===== config.mk =====
export PLATFORM = sky130hd
export DESIGN_NAME = sbs_buffer_status
export DESIGN_NICKNAME = d
export VERILOG_FILES = /design/src/common/sbs_pkg.sv /design/src/core/sbs_buffer_status.sv
export VERILOG_INCLUDE_DIRS = /design/src /design/src/common
export SDC_FILE = /design/constraint.sdc
export NUM_CORES = 1
export LEC_CHECK = 0
export BUFFER_PORTS_ARGS = -buffer_cell sky130_fd_sc_hd__buf_2
export CAP_MARGIN = 0
export CORE_UTILIZATION = 40
export DETAILED_ROUTE_END_ITERATION = 8
export SLEW_MARGIN = 20
export SYNTH_ARGS = -nofsm -noshare
export SYNTH_HDL_FRONTEND = slang
export SYNTH_SLANG_ARGS = --single-unit
export TNS_END_PERCENT = 10

===== constraint.sdc =====
create_clock -name sys_clk -period 4.8 [get_ports sys_clk]
set_clock_uncertainty 0.2 [all_clocks]
set_input_delay 0.24 -clock sys_clk [delete_from_list [all_inputs] [get_ports sys_clk]]
set_output_delay 0.24 -clock sys_clk [all_outputs]
set_load 0.02 [all_outputs]

===== src/common/sbs_params.svh =====
`ifndef SBS_PARAMS_SVH
`define SBS_PARAMS_SVH
// register indices; the byte address on the bus is index * 4
`define SBS_IDX_STATUS     8'h0B
`define SBS_IDX_CONFIG_ONE 8'h0C
`define SBS_IDX_CONFIG_TWO 8'h0D
`define SBS_IDX_SENSOR_TWO 8'h0E
`define SBS_IDX_INT_MASK   8'h0F
`define SBS_IDX_INT_STAT   8'h10
`define SBS_IDX_DATA       8'h11
// status field positions
`define SBS_ST_WMRK_BIT    7
`define SBS_ST_OVF_BIT     6
// config one: mode in bits 1:0, read order (0 fifo, 1 lifo) in bit 2
`define SBS_CFG1_MODE_LSB  0
`define SBS_CFG1_ORDER_BIT 2
// config two: watermark level in 5:0, flush in 7
`define SBS_CFG2_FLUSH_BIT 7
// sensor config two: fast read in bit 0
`define SBS_SEN2_FREAD_BIT 0
// interrupt status/mask: watermark bit 0, overflow bit 1
`define SBS_IRQ_WMRK_BIT   0
`define SBS_IRQ_OVF_BIT    1
// interrupt mask: route watermark to pin two in bit 7
`define SBS_IRQ_ROUTE_BIT  7
// reset values and sizes
`define SBS_RESET_BYTE     8'h00
`define SBS_MODE_OFF       2'h0
`define SBS_DEPTH          32
`define SBS_AXIS_BYTES     2
`define SBS_AXES           3
`endif


===== src/common/sbs_pkg.sv =====
package sbs_pkg;
  // burst readout position within one triplet
  typedef enum logic [1:0] {
    SBS_AX_X,
    SBS_AX_Y,
    SBS_AX_Z
  } sbs_axis_type;
  typedef logic [7:0] sbs_byte_type;
endpackage : sbs_pkg


===== src/core/sbs_buffer_status.sv =====
// Design decision made here: the APB register port.
`timescale 1ns/1ps
`default_nettype none
`include "sbs_params.svh"

module sbs_buffer_status #(
  parameter int DEPTH  = `SBS_DEPTH,
  parameter int SWIDTH = 12
) (
  // clock and reset
  input  wire logic        sys_clk,
  input  wire logic        nrst,
  // apb slave
  input  wire logic        psel,
  input  wire logic        penable,
  input  wire logic        pwrite,
  input  wire logic [11:0] paddr,
  input  wire logic [31:0] pwdata,
  output logic      [31:0] prdata,
  output logic             pready,
  output logic             pslverr,
  // incoming samples
  input  wire logic              sample_valid,
  input  wire logic [3*SWIDTH-1:0] sample_xyz,
  // interrupts
  output logic             irq,
  output logic             interrupt_pin_one,
  output logic             interrupt_pin_two
);

  localparam int CW = $clog2(DEPTH + 1);
  localparam int PW = $clog2(DEPTH);

  // configuration and state
  logic [7:0]          buffer_config_one;
  logic [7:0]          buffer_config_two;
  logic [7:0]          sensor_config_two;
  logic [7:0]          int_mask;
  logic [7:0]          int_stat;
  logic [CW-1:0]       sample_count;
  logic                watermark_flag;
  logic                overflow_flag;
  logic [PW-1:0]       wr_ptr;
  logic [3*SWIDTH-1:0] mem [DEPTH];
  sbs_pkg::sbs_axis_type axis;
  logic                hi_next;
  logic                wmrk_q;

  // address decode
  function automatic logic hit(input logic [11:0] a, input logic [7:0] idx);
    hit = (a == {2'h0, idx, 2'h0});
  endfunction : hit

  wire acc        = psel & penable & pready;
  wire wr         = acc & pwrite;
  wire rd         = acc & ~pwrite;
  wire sel_st     = hit(paddr, `SBS_IDX_STATUS);
  wire sel_c1     = hit(paddr, `SBS_IDX_CONFIG_ONE);
  wire sel_c2     = hit(paddr, `SBS_IDX_CONFIG_TWO);
  wire sel_s2     = hit(paddr, `SBS_IDX_SENSOR_TWO);
  wire sel_msk    = hit(paddr, `SBS_IDX_INT_MASK);
  wire sel_ist    = hit(paddr, `SBS_IDX_INT_STAT);
  wire sel_dat    = hit(paddr, `SBS_IDX_DATA);
  wire mapped     = sel_st | sel_c1 | sel_c2 | sel_s2 | sel_msk | sel_ist | sel_dat;
  wire [1:0] mode = buffer_config_one[`SBS_CFG1_MODE_LSB +: 2];
  wire enabled    = (mode != `SBS_MODE_OFF);
  wire fast       = sensor_config_two[`SBS_SEN2_FREAD_BIT];
  wire lifo       = buffer_config_one[`SBS_CFG1_ORDER_BIT];
  wire [5:0] wlvl = buffer_config_two[5:0];

  // control events
  wire flush      = wr & sel_c2 & pwdata[`SBS_CFG2_FLUSH_BIT];
  wire disable_wr = wr & sel_c1 & (pwdata[1:0] == `SBS_MODE_OFF);
  wire clr_all    = flush | disable_wr | ~enabled;
  wire full       = (sample_count == CW'(DEPTH));
  wire push       = sample_valid & enabled & ~full;
  wire ovf_event  = sample_valid & enabled & full;
  // last byte of a triplet: the single z byte (its high part) in fast mode, high byte otherwise
  wire tri_done   = rd & sel_dat & enabled & (sample_count != '0)
                    & (axis == sbs_pkg::SBS_AX_Z) & (fast | hi_next);
  wire pop        = tri_done;

  // read pointer: oldest for fifo, newest for lifo
  wire [PW-1:0] rd_idx = lifo ? PW'(wr_ptr - PW'(1)) : PW'(wr_ptr - PW'(sample_count));
  wire [3*SWIDTH-1:0] cur = mem[rd_idx];
  wire [SWIDTH-1:0] ax_val = (axis == sbs_pkg::SBS_AX_X) ? cur[SWIDTH-1:0] :
                             (axis == sbs_pkg::SBS_AX_Y) ? cur[2*SWIDTH-1:SWIDTH] :
                                                           cur[3*SWIDTH-1:2*SWIDTH];
  // fast read returns the high part at the low address
  wire [7:0] dat_byte = fast ? ax_val[SWIDTH-1 -: 8] :
                        hi_next ? {{(16-SWIDTH){ax_val[SWIDTH-1]}}, ax_val[SWIDTH-1:8]} :
                                  ax_val[7:0];

  // status byte, zero while disabled
  wire [7:0] status_byte = enabled ?
      {watermark_flag, overflow_flag, 6'(sample_count)} : `SBS_RESET_BYTE;

  wire [7:0] rd_byte = sel_st  ? status_byte :
                       sel_c1  ? buffer_config_one :
                       sel_c2  ? {1'b0, buffer_config_two[6:0]} :
                       sel_s2  ? sensor_config_two :
                       sel_msk ? int_mask :
                       sel_ist ? int_stat :
                       sel_dat ? dat_byte : `SBS_RESET_BYTE;

  // next count and flags
  wire [CW-1:0] next_count = clr_all ? '0 :
                             CW'(sample_count + CW'(push) - CW'(pop));
  wire next_wmrk = ~clr_all & (next_count >= CW'(wlvl));
  wire next_ovf  = ~clr_all & (ovf_event | (overflow_flag & ~pop));

  // apb slave registers
  always_ff @(posedge sys_clk or negedge nrst) begin
    if (!nrst) begin
      pready  <= 1'b0;
      pslverr <= 1'b0;
      prdata  <= '0;
    end else begin
      pready  <= psel & ~penable;
      pslverr <= psel & ~penable & ~hit(paddr, `SBS_IDX_STATUS) & ~mapped;
      if (psel & ~penable & ~pwrite) prdata <= {24'h0, rd_byte};
    end
  end

  // configuration writes; flush bit self-clears
  always_ff @(posedge sys_clk or negedge nrst) begin
    if (!nrst) begin
      buffer_config_one <= `SBS_RESET_BYTE;
      buffer_config_two <= `SBS_RESET_BYTE;
      sensor_config_two <= `SBS_RESET_BYTE;
      int_mask          <= `SBS_RESET_BYTE;
    end else begin
      if (wr & sel_c1)  buffer_config_one <= pwdata[7:0];
      if (wr & sel_c2)  buffer_config_two <= {1'b0, pwdata[6:0]};
      if (wr & sel_s2)  sensor_config_two <= pwdata[7:0];
      if (wr & sel_msk) int_mask          <= pwdata[7:0];
    end
  end

  // occupancy, flags and storage; count and flags clear on disable
  always_ff @(posedge sys_clk or negedge nrst) begin
    if (!nrst) begin
      sample_count   <= '0;
      watermark_flag <= 1'b0;
      overflow_flag  <= 1'b0;
      wr_ptr         <= '0;
    end else begin
      sample_count   <= next_count;
      watermark_flag <= next_wmrk;
      overflow_flag  <= next_ovf;
      if (push) wr_ptr <= PW'(wr_ptr + PW'(1));
    end
  end

  always_ff @(posedge sys_clk) begin
    if (push) mem[wr_ptr] <= sample_xyz;
  end

  // burst position across data reads; a status read restarts the triplet
  always_ff @(posedge sys_clk or negedge nrst) begin
    if (!nrst) begin
      axis    <= sbs_pkg::SBS_AX_X;
      hi_next <= 1'b0;
    end else if (clr_all | (rd & sel_st)) begin
      axis    <= sbs_pkg::SBS_AX_X;
      hi_next <= 1'b0;
    end else if (rd & sel_dat & (sample_count != '0)) begin
      if (!fast && !hi_next) begin
        hi_next <= 1'b1;
      end else begin
        hi_next <= 1'b0;
        case (axis)
          sbs_pkg::SBS_AX_X: axis <= sbs_pkg::SBS_AX_Y;
          sbs_pkg::SBS_AX_Y: axis <= sbs_pkg::SBS_AX_Z;
          default:           axis <= sbs_pkg::SBS_AX_X;
        endcase
      end
    end
  end

  // sticky interrupt status, cleared by reading it; a new event wins
  wire [7:0] ev = {6'h0, ovf_event, next_wmrk & ~wmrk_q};
  always_ff @(posedge sys_clk or negedge nrst) begin
    if (!nrst) begin
      int_stat <= `SBS_RESET_BYTE;
      wmrk_q   <= 1'b0;
    end else begin
      wmrk_q   <= next_wmrk;
      int_stat <= ((rd & sel_ist) ? 8'h00 : int_stat) | ev;
    end
  end

  // interrupt outputs; watermark routed by mask bit 7
  wire [7:0] next_stat = ((rd & sel_ist) ? 8'h00 : int_stat) | ev;
  wire pend  = |(next_stat[1:0] & int_mask[1:0]);
  wire wpend = next_stat[`SBS_IRQ_WMRK_BIT] & int_mask[`SBS_IRQ_WMRK_BIT];
  always_ff @(posedge sys_clk or negedge nrst) begin
    if (!nrst) begin
      irq               <= 1'b0;
      interrupt_pin_one <= 1'b0;
      interrupt_pin_two <= 1'b0;
    end else begin
      irq               <= pend;
      interrupt_pin_one <= wpend & ~int_mask[`SBS_IRQ_ROUTE_BIT];
      interrupt_pin_two <= wpend &  int_mask[`SBS_IRQ_ROUTE_BIT];
    end
  end

  // checks
  a_disabled_zero: assert property (@(posedge sys_clk) disable iff (!nrst)
    (rd & sel_st & ~enabled) |-> ##1 prdata == 32'h0) else $error("status not zero");
  a_count_bound: assert property (@(posedge sys_clk) disable iff (!nrst)
    sample_count <= CW'(DEPTH)) else $error("count above depth");
  a_full_hold: assert property (@(posedge sys_clk) disable iff (!nrst)
    (ovf_event & ~pop & ~clr_all) |=> overflow_flag && sample_count == CW'(DEPTH))
    else $error("overflow not taken");
  a_flush_clear: assert property (@(posedge sys_clk) disable iff (!nrst)
    flush |=> sample_count == '0 && !watermark_flag && !overflow_flag)
    else $error("flush left state");
  a_wmrk_level: assert property (@(posedge sys_clk) disable iff (!nrst)
    (enabled & ~$past(clr_all)) |-> watermark_flag == (sample_count >= CW'(wlvl)))
    else $error("watermark mismatch");
  a_pop_clears: assert property (@(posedge sys_clk) disable iff (!nrst)
    (pop & ~ovf_event) |=> !overflow_flag) else $error("overflow stuck");
  a_disable_clr: assert property (@(posedge sys_clk) disable iff (!nrst)
    disable_wr |=> sample_count == '0 && !overflow_flag) else $error("disable kept state");
  a_pop_count: assert property (@(posedge sys_clk) disable iff (!nrst)
    (pop & ~push & ~clr_all) |=> sample_count == $past(sample_count) - CW'(1))
    else $error("pop no decrement");

endmodule : sbs_buffer_status
`default_nettype wire


# Word-level counts from Yosys, hierarchy flattened
# Memory sizes are Yosys's and may differ from the RTL's.
# Cells that the tools add are included.
# classes
add_sub_neg	5
n_lt_le_gt_ge	1
n_eq_ne	11
n_mux	24
bitwise_logic	55
n_reduce_logical	10
# ops
operator	count
two-way mux 8 bit	11
== test 12 x 6 -> 1 bit, second input constant	5
AND 1 bit	32
== test 12 x 7 -> 1 bit, second input constant	2
two-way mux 12 bit	2
OR 1 bit	11
NOT 1 bit	10
OR 8 x 2 -> 8 bit	1
adder 6 x 1 -> 6 bit	1
== test 6 bit, second input constant	1
greater-or-equal comparator 6 bit	1
two-way mux 2 bit	3
two-way mux 6 bit	1
nonzero test 6 bit	1
subtractor 6 x 1 -> 6 bit	1
adder 5 x 1 -> 5 bit, second input constant	1
two-way mux 1 bit	5
two-way mux 5 bit	1
subtractor 5 x 1 -> 5 bit, second input constant	1
subtractor 5 bit	1
logical NOT 2 bit	2
one-hot mux 2 bit (2 select lines)	1
nonzero test 2 bit	2
AND 2 bit	1
other kinds (7)	8
# totals
regBits	68
ram_bits	1152
out_inout_bits	37
elab_cells	124
n_memories	1
# memory_table
name	depth	width	read_ports	rd_clocked_by_memory_dff	write_ports	line_no	text
mem	32	36	1	0	1	sbs_buffer_status.sv:44	logic [3*SWIDTH-1:0] mem [DEPTH];

# Logic depth before layout (Yosys ltp)
# Gate-level depths: netlist of the first run.
# depth
ltp_word	16
depth_mapped	24

# Worst setup path after synthesis of the first run
# No wires, ideal clock.
# synth_path
kind	input to register
start	in paddr[11]
end	reg irq
setup_ns	0.127
arrival_ns	4.368
required_ns	4.473
slack_ns	0.105
path_stages	20
path_cell_list	or4_4 > nor4_1 > and2_1 > buf_2 > nand3_1 > nor4_1 > ha_1 > inv_1 > ha_1 > inv_1 > fa_1 > nor2_1 > ha_1 > a21o_1 > a21o_1 > a21o_1 > a21o_1 > a21oi_1 > o32a_1 > o21ai_0
# synth_between
elab_chain_len	14
# synth_rtl
element	line_no	text
start, declared	sbs_buffer_status.sv:17	input wire logic [11:0] paddr,
== test 12 x 7 -> 1 bit	sbs_buffer_status.sv:51	hit = (a == {2'h0, idx, 2'h0});
AND 1 bit (3 in series)	sbs_buffer_status.sv:79	wire tri_done = rd & sel_dat & enabled & (sample_count != '0)
AND 1 bit (2 in series)	sbs_buffer_status.sv:80	& (axis == sbs_pkg::SBS_AX_Z) & (fast | hi_next);
subtractor 6 x 1 -> 6 bit	sbs_buffer_status.sv:108	CW'(sample_count + CW'(push) - CW'(pop));
two-way mux 6 bit *	sbs_buffer_status.sv:107	wire [CW-1:0] next_count = clr_all ? '0 :
named net next_count[1]	sbs_buffer_status.sv:107	
greater-or-equal comparator 6 bit *	sbs_buffer_status.sv:109	wire next_wmrk = ~clr_all & (next_count >= CW'(wlvl));
AND 1 bit *	sbs_buffer_status.sv:109	
AND 1 bit *	sbs_buffer_status.sv:182	wire [7:0] ev = {6'h0, ovf_event, next_wmrk & ~wmrk_q};
OR 8 x 2 -> 8 bit *	--	
AND 2 bit *	sbs_buffer_status.sv:195	wire pend = |(next_stat[1:0] & int_mask[1:0]);
OR reduction 2 bit *	sbs_buffer_status.sv:195	
named net pend	sbs_buffer_status.sv:195	
end signal, assigned	sbs_buffer_status.sv:203	irq <= pend;
end, declared	sbs_buffer_status.sv:26	output logic irq,
# Mark *: on every way through the listed nets, which the timed path passes. The rest lies on a longest branch.
# A chain may end at the register's enable or synchronous reset.

# Worst setup path after layout of the first run
# layout_path
start	in paddr[6]
end	reg irq
# The elaborated chain is that of the path after synthesis.

==> results.yml, run 1 <==
routing:
  route.detailed.drc: 0
  vias: 24800
  finalWirelength_um: 132000
  wl_per_instance_um: 30.7
  drt-vias-per-instance: 5.77
  drt_first_pass_iters: 5
  drt_first_iter_violations: 3090
  detail-route-antenna-nets: 0
worst_setup_path:
  critical-path-top-delay-family: "buffers and inverters"
  startpoint_type: "input pin"
  crit_fanout: 4
  required_ps: 5190
  crit_path_frequent_cell: "sky130_fd_sc_hd__a21o_1"
  critical_path_buffer_and_inverter_count: 7
  path_class: "input pin to flop"
  max_stage_delay_cell_worst_path: "sky130_fd_sc_hd__dlygate4sd3_1"
  critPathArrivalTime_ps: 4970
  stage_delay_of_the_slowest_cell_on_the_critical_path_ps: 560
  critical_path.cell_chain: "dlygate4sd3_1, buf_2, nand2_1, dlygate4sd3_1, nor4_2, buf_4, and2_4, nand3_1, nor4_2, buf_4, ha_1, inv_1, ha_1, inv_1, fa_1, nor2_2, ha_1, a21o_1, a21o_1, a21o_1, a21o_1, a21oi_2, o32a_1, o21ai_0"
  cp-end-kind: "flop"
clocking:
  tritoncts.num_buffers: 118
  depth_of_the_cts_h_tree: 3
  clock_path_buffers: 3
  numClockSinks: 1214
  clock_latency_ps: 710
  cts.reportedPaths.clkPinSlew_ps: 60
  tritoncts: "done"
  clock_tree.root_cell: "sky130_fd_sc_hd__clkbuf_16"
yosys:
  yosys_warnings: 0
  synthCells: 2320
  yosys-top-cells-count: "sky130_fd_sc_hd__edfxtp_1, sky130_fd_sc_hd__mux4_2, sky130_fd_sc_hd__nand2_1"
  synth_area_um2: 48400
  netlist_top_cells_area: "sky130_fd_sc_hd__edfxtp_1, sky130_fd_sc_hd__mux4_2, sky130_fd_sc_hd__dfrtp_1"
  postSynth.asyncResetShare_pct: 5.11
  synth_sequential_area_ratio_pct: 74.6
  synth-compound-area-share_pct: 2.86
  yosysTopAreaCellShare_pct: 71.4
  synth_simple_gate_area_share_pct: 2.86
  synth_fa_ha_area_share_pct: 0.677
  post_synth.cell_area_avg_um2: 20.9
  most_instantiated_library_cell_after_synthesis: "sky130_fd_sc_hd__edfxtp_1"
  flops_latches_synth: 1214
  synth_top_family_by_area: "multiplexers"
  number_of_enable_flip_flop_cells_after_synthesis: 1152
  netlist-cell-type-count: 85
  postSynth.topFlopCell: "sky130_fd_sc_hd__edfxtp_1"
  yosys.area.top_type: "sky130_fd_sc_hd__edfxtp_1"
  synthXorXnorAreaFrac_pct: 0.251
  synthMuxAreaShare_pct: 16.6
pwr:
  power_density_nw_per_um2: 375
  irDropWorstVdd_uv: 367
  design_power_total_uw: 21100
  power.leakage_uw: 0.0182
layout:
  layout.cell_area.non_filler_um2: 56200
  count_of_filler_cells_inserted_in_the_layout: 9897
  antenna_cells_inserted: 0
  finalNetCount: 2697
  syn_to_final_growth_pct: 15.9
  final_layout_size_suffix_gt1_share_pct: 29.9
place:
  placed_cell_area_um2: 51800
  detailedPlace.worstSlack_ps: -112
  dp_hpwl_um: 73800
  place.port_buffers: 74
  gp_congestion: 0.889
die:
  die_y_um: 350
  initial_utilization_pct: 40.4
  floorplan.die.width_um: 350
  ports_placed_on_the_boundary: 123
  rows: 127
  die_area_um2: 123000
  core_area_um2: 120000
job:
  max_cap_viol_count: 0
timing:
  setup_violations: 0
  max_transition_margin_pct: 34.7
  final.min_clock_period_ps: 4580
  finalCritPeriodShare_pct: 95.4
  post-route-worst-setup-slack_ps: 221
  achievable-frequency_mhz: 218
  setup_total_negative_slack_ps: 0
  tightest_slew_ps: 980
  final-max-slew-violation-count: 0
  finalHoldViolations: 0
global_routing:
  globalRoute.totalOverflow: 0
  track_usage_pct: 21.7
  via_count_of_the_first_global_routing_pass: 25300
  antenna_violations_before_repair: 2
  global_route_wire_length_before_repair_um: 187000
  grt_start_max_net_pins: 63
hold_path:
  hold_path.class: "input pin to async pin"
status:
  result_of_the_run: "finished, final reports clean"
==> worst reg2reg max path: stages (launching register included) <==
cell,delay (ps)
sky130_fd_sc_hd__dfrtp_1,420
sky130_fd_sc_hd__inv_1,210
sky130_fd_sc_hd__ha_4,170
sky130_fd_sc_hd__inv_1,50
sky130_fd_sc_hd__fa_4,850
sky130_fd_sc_hd__buf_12,260
sky130_fd_sc_hd__buf_6,320
sky130_fd_sc_hd__or2_2,170
sky130_fd_sc_hd__buf_4,160
sky130_fd_sc_hd__o22ai_1,80
sky130_fd_sc_hd__nor3_1,340
sky130_fd_sc_hd__nor4_1,130
sky130_fd_sc_hd__a2111oi_2,400
sky130_fd_sc_hd__buf_4,210
sky130_fd_sc_hd__o21ai_1,140
sky130_fd_sc_hd__o31ai_1,340
==> kinds of logic after synthesis <==
group | Yosys count
AOI/OAI and AO/OA | 201
xor gates and xnor gates | 13
adders and majority gates | 25
buffers and inverters | 175
DFF | 1214
muxes | 406
other | 1
and+or+nand+nor | 285
==> layout make-up <==
cell class | count | area, µm² | share of cell area (%)
sequential | 1214 | 36100 | 64.4
tap | 1612 | 2020 | 3.59
inverter | 29 | 109 | 0.194
timing repair buffer | 269 | 2440 | 4.34
clock buffer | 145 | 3150 | 5.61
multi-input combinational | 954 | 11700 | 20.8
clock inverter | 78 | 612 | 1.09
==> state kept, by name, summed over array words and instances, names as in the netlist, 2 cells and up <==
signal / cells
axis: 2
prdata: 8
mem: 1152
int_stat: 2
buffer_config_two: 7
int_mask: 8
sample_count: 6
sensor_config_two: 8
wr_ptr: 5
buffer_config_one: 8
==> power by group <==
part | total (µW) | switching [µW] | internal [µW]
combinational | 444 | 303 | 141
clock | 9030 | 3950 | 5080
sequential | 11600 | 7.11 | 11600
==> per-layer routing <==
metal	wire (µm)	global-route usage (%)	vias up
met3	10600	3.56	192
met2	64300	35.4	1184
li1	-	-	10100
met4	3180	5.92	2
met1	53800	30.2	13300
met5	8	0	-
==> stage by stage <==
| step | hold WS (ps) | util [%] | std cells |
|---|---|---|---|
| final | 45.5 | 46.8 | 4301 |
| after floorplan | -256 | - | 2343 |
| after detailed placement | 275 | 43.2 | 4023 |
| after CTS | 7.12 | 46.8 | 4301 |
| after global routing | 64.0 | 46.8 | 4301 |
| after global placement | 263 | 43.2 | 4023 |
==> worst paths after layout <==
kind | startpoint | end | slack [ps] | depth (start not counted)
setup / recovery | paddr[6] | irq | 220 | 24
hold / removal | nrst | sample_count[2] | 50 | 3
setup reg to reg | wr_ptr[0] | prdata[4] | 230 | 15
hold reg to reg | int_mask[5] | int_mask[5] | 310 | 1
max in group asynchronous | nrst | buffer_config_one[4] | 3780 | 3
min in group sys_clk | paddr[0] | pslverr | 50 | 6
==> cells in the final DEF, fill, tap and decap left out, drive strengths merged, types with 11 or more instances in the layout <==
master       synthesis  routed
mux2i               49      49
clkinv               0      60
conb                 1      24
ha                  23      23
nand2b              12      12
dlygate4sd3          0      55
mux2                48      48
a31oi               13      13
buf                115     214
inv                 29      33
mux4               309     309
o21ai               44      44
a21oi               35      35
nor2                72      72
nor3                17      17
a211oi              11      11
clkbuf              31     145
edfxtp            1152    1152
dfrtp               62      62
nand3               24      24
o22ai               22      22
nand2              100     100
==> repair_timing <==
action / in CTS / in global routing
resized for setup: 0 / 7
hold buffers: 55 / 0
endpoints found under the setup margin: 0 / 5
endpoints found under the hold margin: 1265 / 0
setup buffers: 0 / 0
No activity file was read; power rests on OpenSTA's default activity.
==> run 2: changes to the inputs <==
Settings changed: CORE_UTILIZATION 40 to 35.
Clock period 4.8 ns to 3.9 ns, I/O delays scaled along.
==> run 2 against run 1 <==
Compared with the run above:
- the run now ends with setup timing left
- largest cell class unchanged
- largest power group unchanged
- register-to-register slack got worse by 430 ps
- non-clock buffer count increased by 147
- via count increased by 3.5%
- global-route usage decreased by 2.2 points
- highest routed layer is now met4
==> results.yml, run 2 (synthesized netlist as in run 1, its figures left out) <==
worst_setup_path:
  cp-end-kind: "flop"
  worstRegToRegCells: 13
  timing.reg2reg.setup_slack_ps: -200
  crit_fanout: 8
  startpoint_type: "flop"
  timing.critical_path.from: "buffer_config_one[2]"
  r2r-start: "buffer_config_one[2]"
  path_class: "flop to flop"
  critPathArrivalTime_ps: 4490
  timing.critical_path.to: "prdata[3]"
  critical_path.reg2reg.endpoint: "prdata[3]"
  required_ps: 4290
routing:
  detail-route-antenna-nets: 0
  max_used_layer: "met4"
  met2_routed_wirelength_um: 66500
  finalWirelength_um: 137000
  wl_per_instance_um: 29.6
  drt_first_iter_violations: 3135
  vias: 25700
  post_route_m1_wl_um: 55800
  route.detailed.drc: 0
  drt-vias-per-instance: 5.56
  dr_wl_met3_um: 11500
  drt_first_pass_iters: 5
timing:
  rsz0062_at_grt: "true"
  final.min_clock_period_ps: 4100
  post-route-worst-setup-slack_ps: -201
  tightest_slew_ps: 984
  max_transition_margin_pct: 34.1
  finalCritPeriodShare_pct: 105
  setup_violations: 12
  final-max-slew-violation-count: 0
  achievable-frequency_mhz: 244
  finalHoldViolations: 0
layout:
  layout_common_cells: "sky130_fd_sc_hd__edfxtp_1, sky130_fd_sc_hd__mux4_2, sky130_fd_sc_hd__buf_4, sky130_fd_sc_hd__clkbuf_16, sky130_fd_sc_hd__nand2_1"
  largest_register: "mem"
  ff_latch_area_um2: 36100
  leading_cell_type_in_the_layout_fill_and_taps_excluded: "sky130_fd_sc_hd__edfxtp_1"
  count_of_filler_cells_inserted_in_the_layout: 11800
  multi_input_comb_area_um2: 11900
  finalNetCount: 2847
  final_layout_size_suffix_gt1_share_pct: 34.3
  flip_flop_count_of_the_largest_register_after_layout: 1152
  layout.cell_area.non_filler_um2: 58100
  syn_to_final_growth_pct: 19.8
pwr:
  p_switching_uw: 5230
  internal_power_uw: 20600
  power.clock.fraction_pct: 42.4
  switching_share_pct: 20.2
  irDropWorstVdd_uv: 348
  power_frac_seq_pct: 55.3
  power.combinational.fraction_pct: 2.3
  power.leakage_uw: 0.0190
  power_density_nw_per_um2: 445
global_routing:
  antenna_violations_before_repair: 3
  track_usage_pct: 19.5
  grt_start_max_net_pins: 40
  globalRoute.totalOverflow: 0
  global_route_wire_length_before_repair_um: 195000
  via_count_of_the_first_global_routing_pass: 26500
clocking:
  cts.reportedPaths.clkPinSlew_ps: 60
  depth_of_the_cts_h_tree: 3
  clock_latency_ps: 720
  tritoncts: "done"
  tritoncts.num_buffers: 121
  numClockSinks: 1214
  clock_path_buffers: 3
  clock_tree.root_cell: "sky130_fd_sc_hd__clkbuf_16"
die:
  die_y_um: 374
  rows: 136
  floorplan.die.width_um: 374
  die_area_um2: 140000
  initial_utilization_pct: 35.3
  ports_placed_on_the_boundary: 123
  core_area_um2: 137000
place:
  dp_hpwl_um: 76700
  detailedPlace.worstSlack_ps: -485
  placed_cell_area_um2: 53200
  gp_congestion: 0.897
  place.port_buffers: 74
status:
  failing_checks: "setup timing"
  result_of_the_run: "finished with violations"
job:
  max_cap_viol_count: 0
hold_path:
  hold_path.class: "input pin to flop"
run 2: cell types whose count changed in the layout (fill, tap and decap cells not counted), sizes merged, moves of 3 or more:
cell | before | now
bufbuf | 0 | 3
clkinv | 60 | 45
clkbuf | 145 | 158
clkinvlp | 6 | 2
buf | 214 | 358
run 2: worst min path at each step:
stage            start              endpoint  slack [ps]  cells after the start
2_1_floorplan     nrst               axis[0]        -300                      0
3_3_place_gp      nrst  buffer_config_two[3]         180                      1
3_5_place_dp      nrst  buffer_config_two[3]         190                      1
4_1_cts        penable               axis[0]           6                      7
5_1_grt        penable                wmrk_q          80                      6
6_report       penable               axis[0]          70                      7
run 2: area by class of cell:
cell class	instances	share of cell area [%]
clock inverter	56	0.808
sequential	1214	62.3
timing repair buffer	416	6.91
clock buffer	158	5.49
multi-input combinational	954	20.5
inverter	29	0.188
tap	1794	3.87
antenna	2	0.00862
run 2: power groups by stage:
stage / combinational (µW) / clock [µW] / sequential [µW]
4_1_cts: 589 / 11100 / 14300
3_5_place_dp: 521 / 0 / 14600
6_report: 595 / 10900 / 14300
3_3_place_gp: 495 / 0 / 14500
2_1_floorplan: 212 / 0 / 14600
5_1_grt: 637 / 11500 / 14300
run 2: critical path, cell delays in order (launching register included):
cell and delay, ps:
sky130_fd_sc_hd__dfrtp_1 390, sky130_fd_sc_hd__buf_6 120, sky130_fd_sc_hd__nand2b_4 140, sky130_fd_sc_hd__fa_4 840, sky130_fd_sc_hd__buf_12 160, sky130_fd_sc_hd__buf_16 170, sky130_fd_sc_hd__buf_12 160, sky130_fd_sc_hd__mux4_2 500
sky130_fd_sc_hd__mux4_2 520, sky130_fd_sc_hd__o22ai_2 190, sky130_fd_sc_hd__a31oi_1 70, sky130_fd_sc_hd__buf_4 180, sky130_fd_sc_hd__o221ai_2 230, sky130_fd_sc_hd__o31ai_2 80
run 2: metrics by stage:
stage | utilization, % | TNS, ps | instances | hold WS, ps | power, µW
floorplan | - | -869 | 2343 | -301 | 14800
global placement | 38.8 | -4160 | 4329 | 176 | 15000
detailed placement | 38.8 | -4570 | 4329 | 189 | 15100
CTS | 42.2 | -1930 | 4619 | 6.36 | 26000
global route | 42.3 | -3850 | 4623 | 81.4 | 26500
finish | 42.3 | -1960 | 4623 | 65.1 | 25800
run 2: metal layers:
metal	up-vias	GRT usage, %
li1	10500	-
met2	1241	31.9
met5	-	0
met1	13800	26.8
met3	224	3.56
met4	0	4.90
run 2: what timing repair did:
item	CTS	global route
buffers inserted	14	2
resized for setup	58	11
setup endpoints to repair	13	13
endpoints found under the hold margin	1242	0
pin swaps	23	8
hold buffers	56	0
gates cloned	6	0
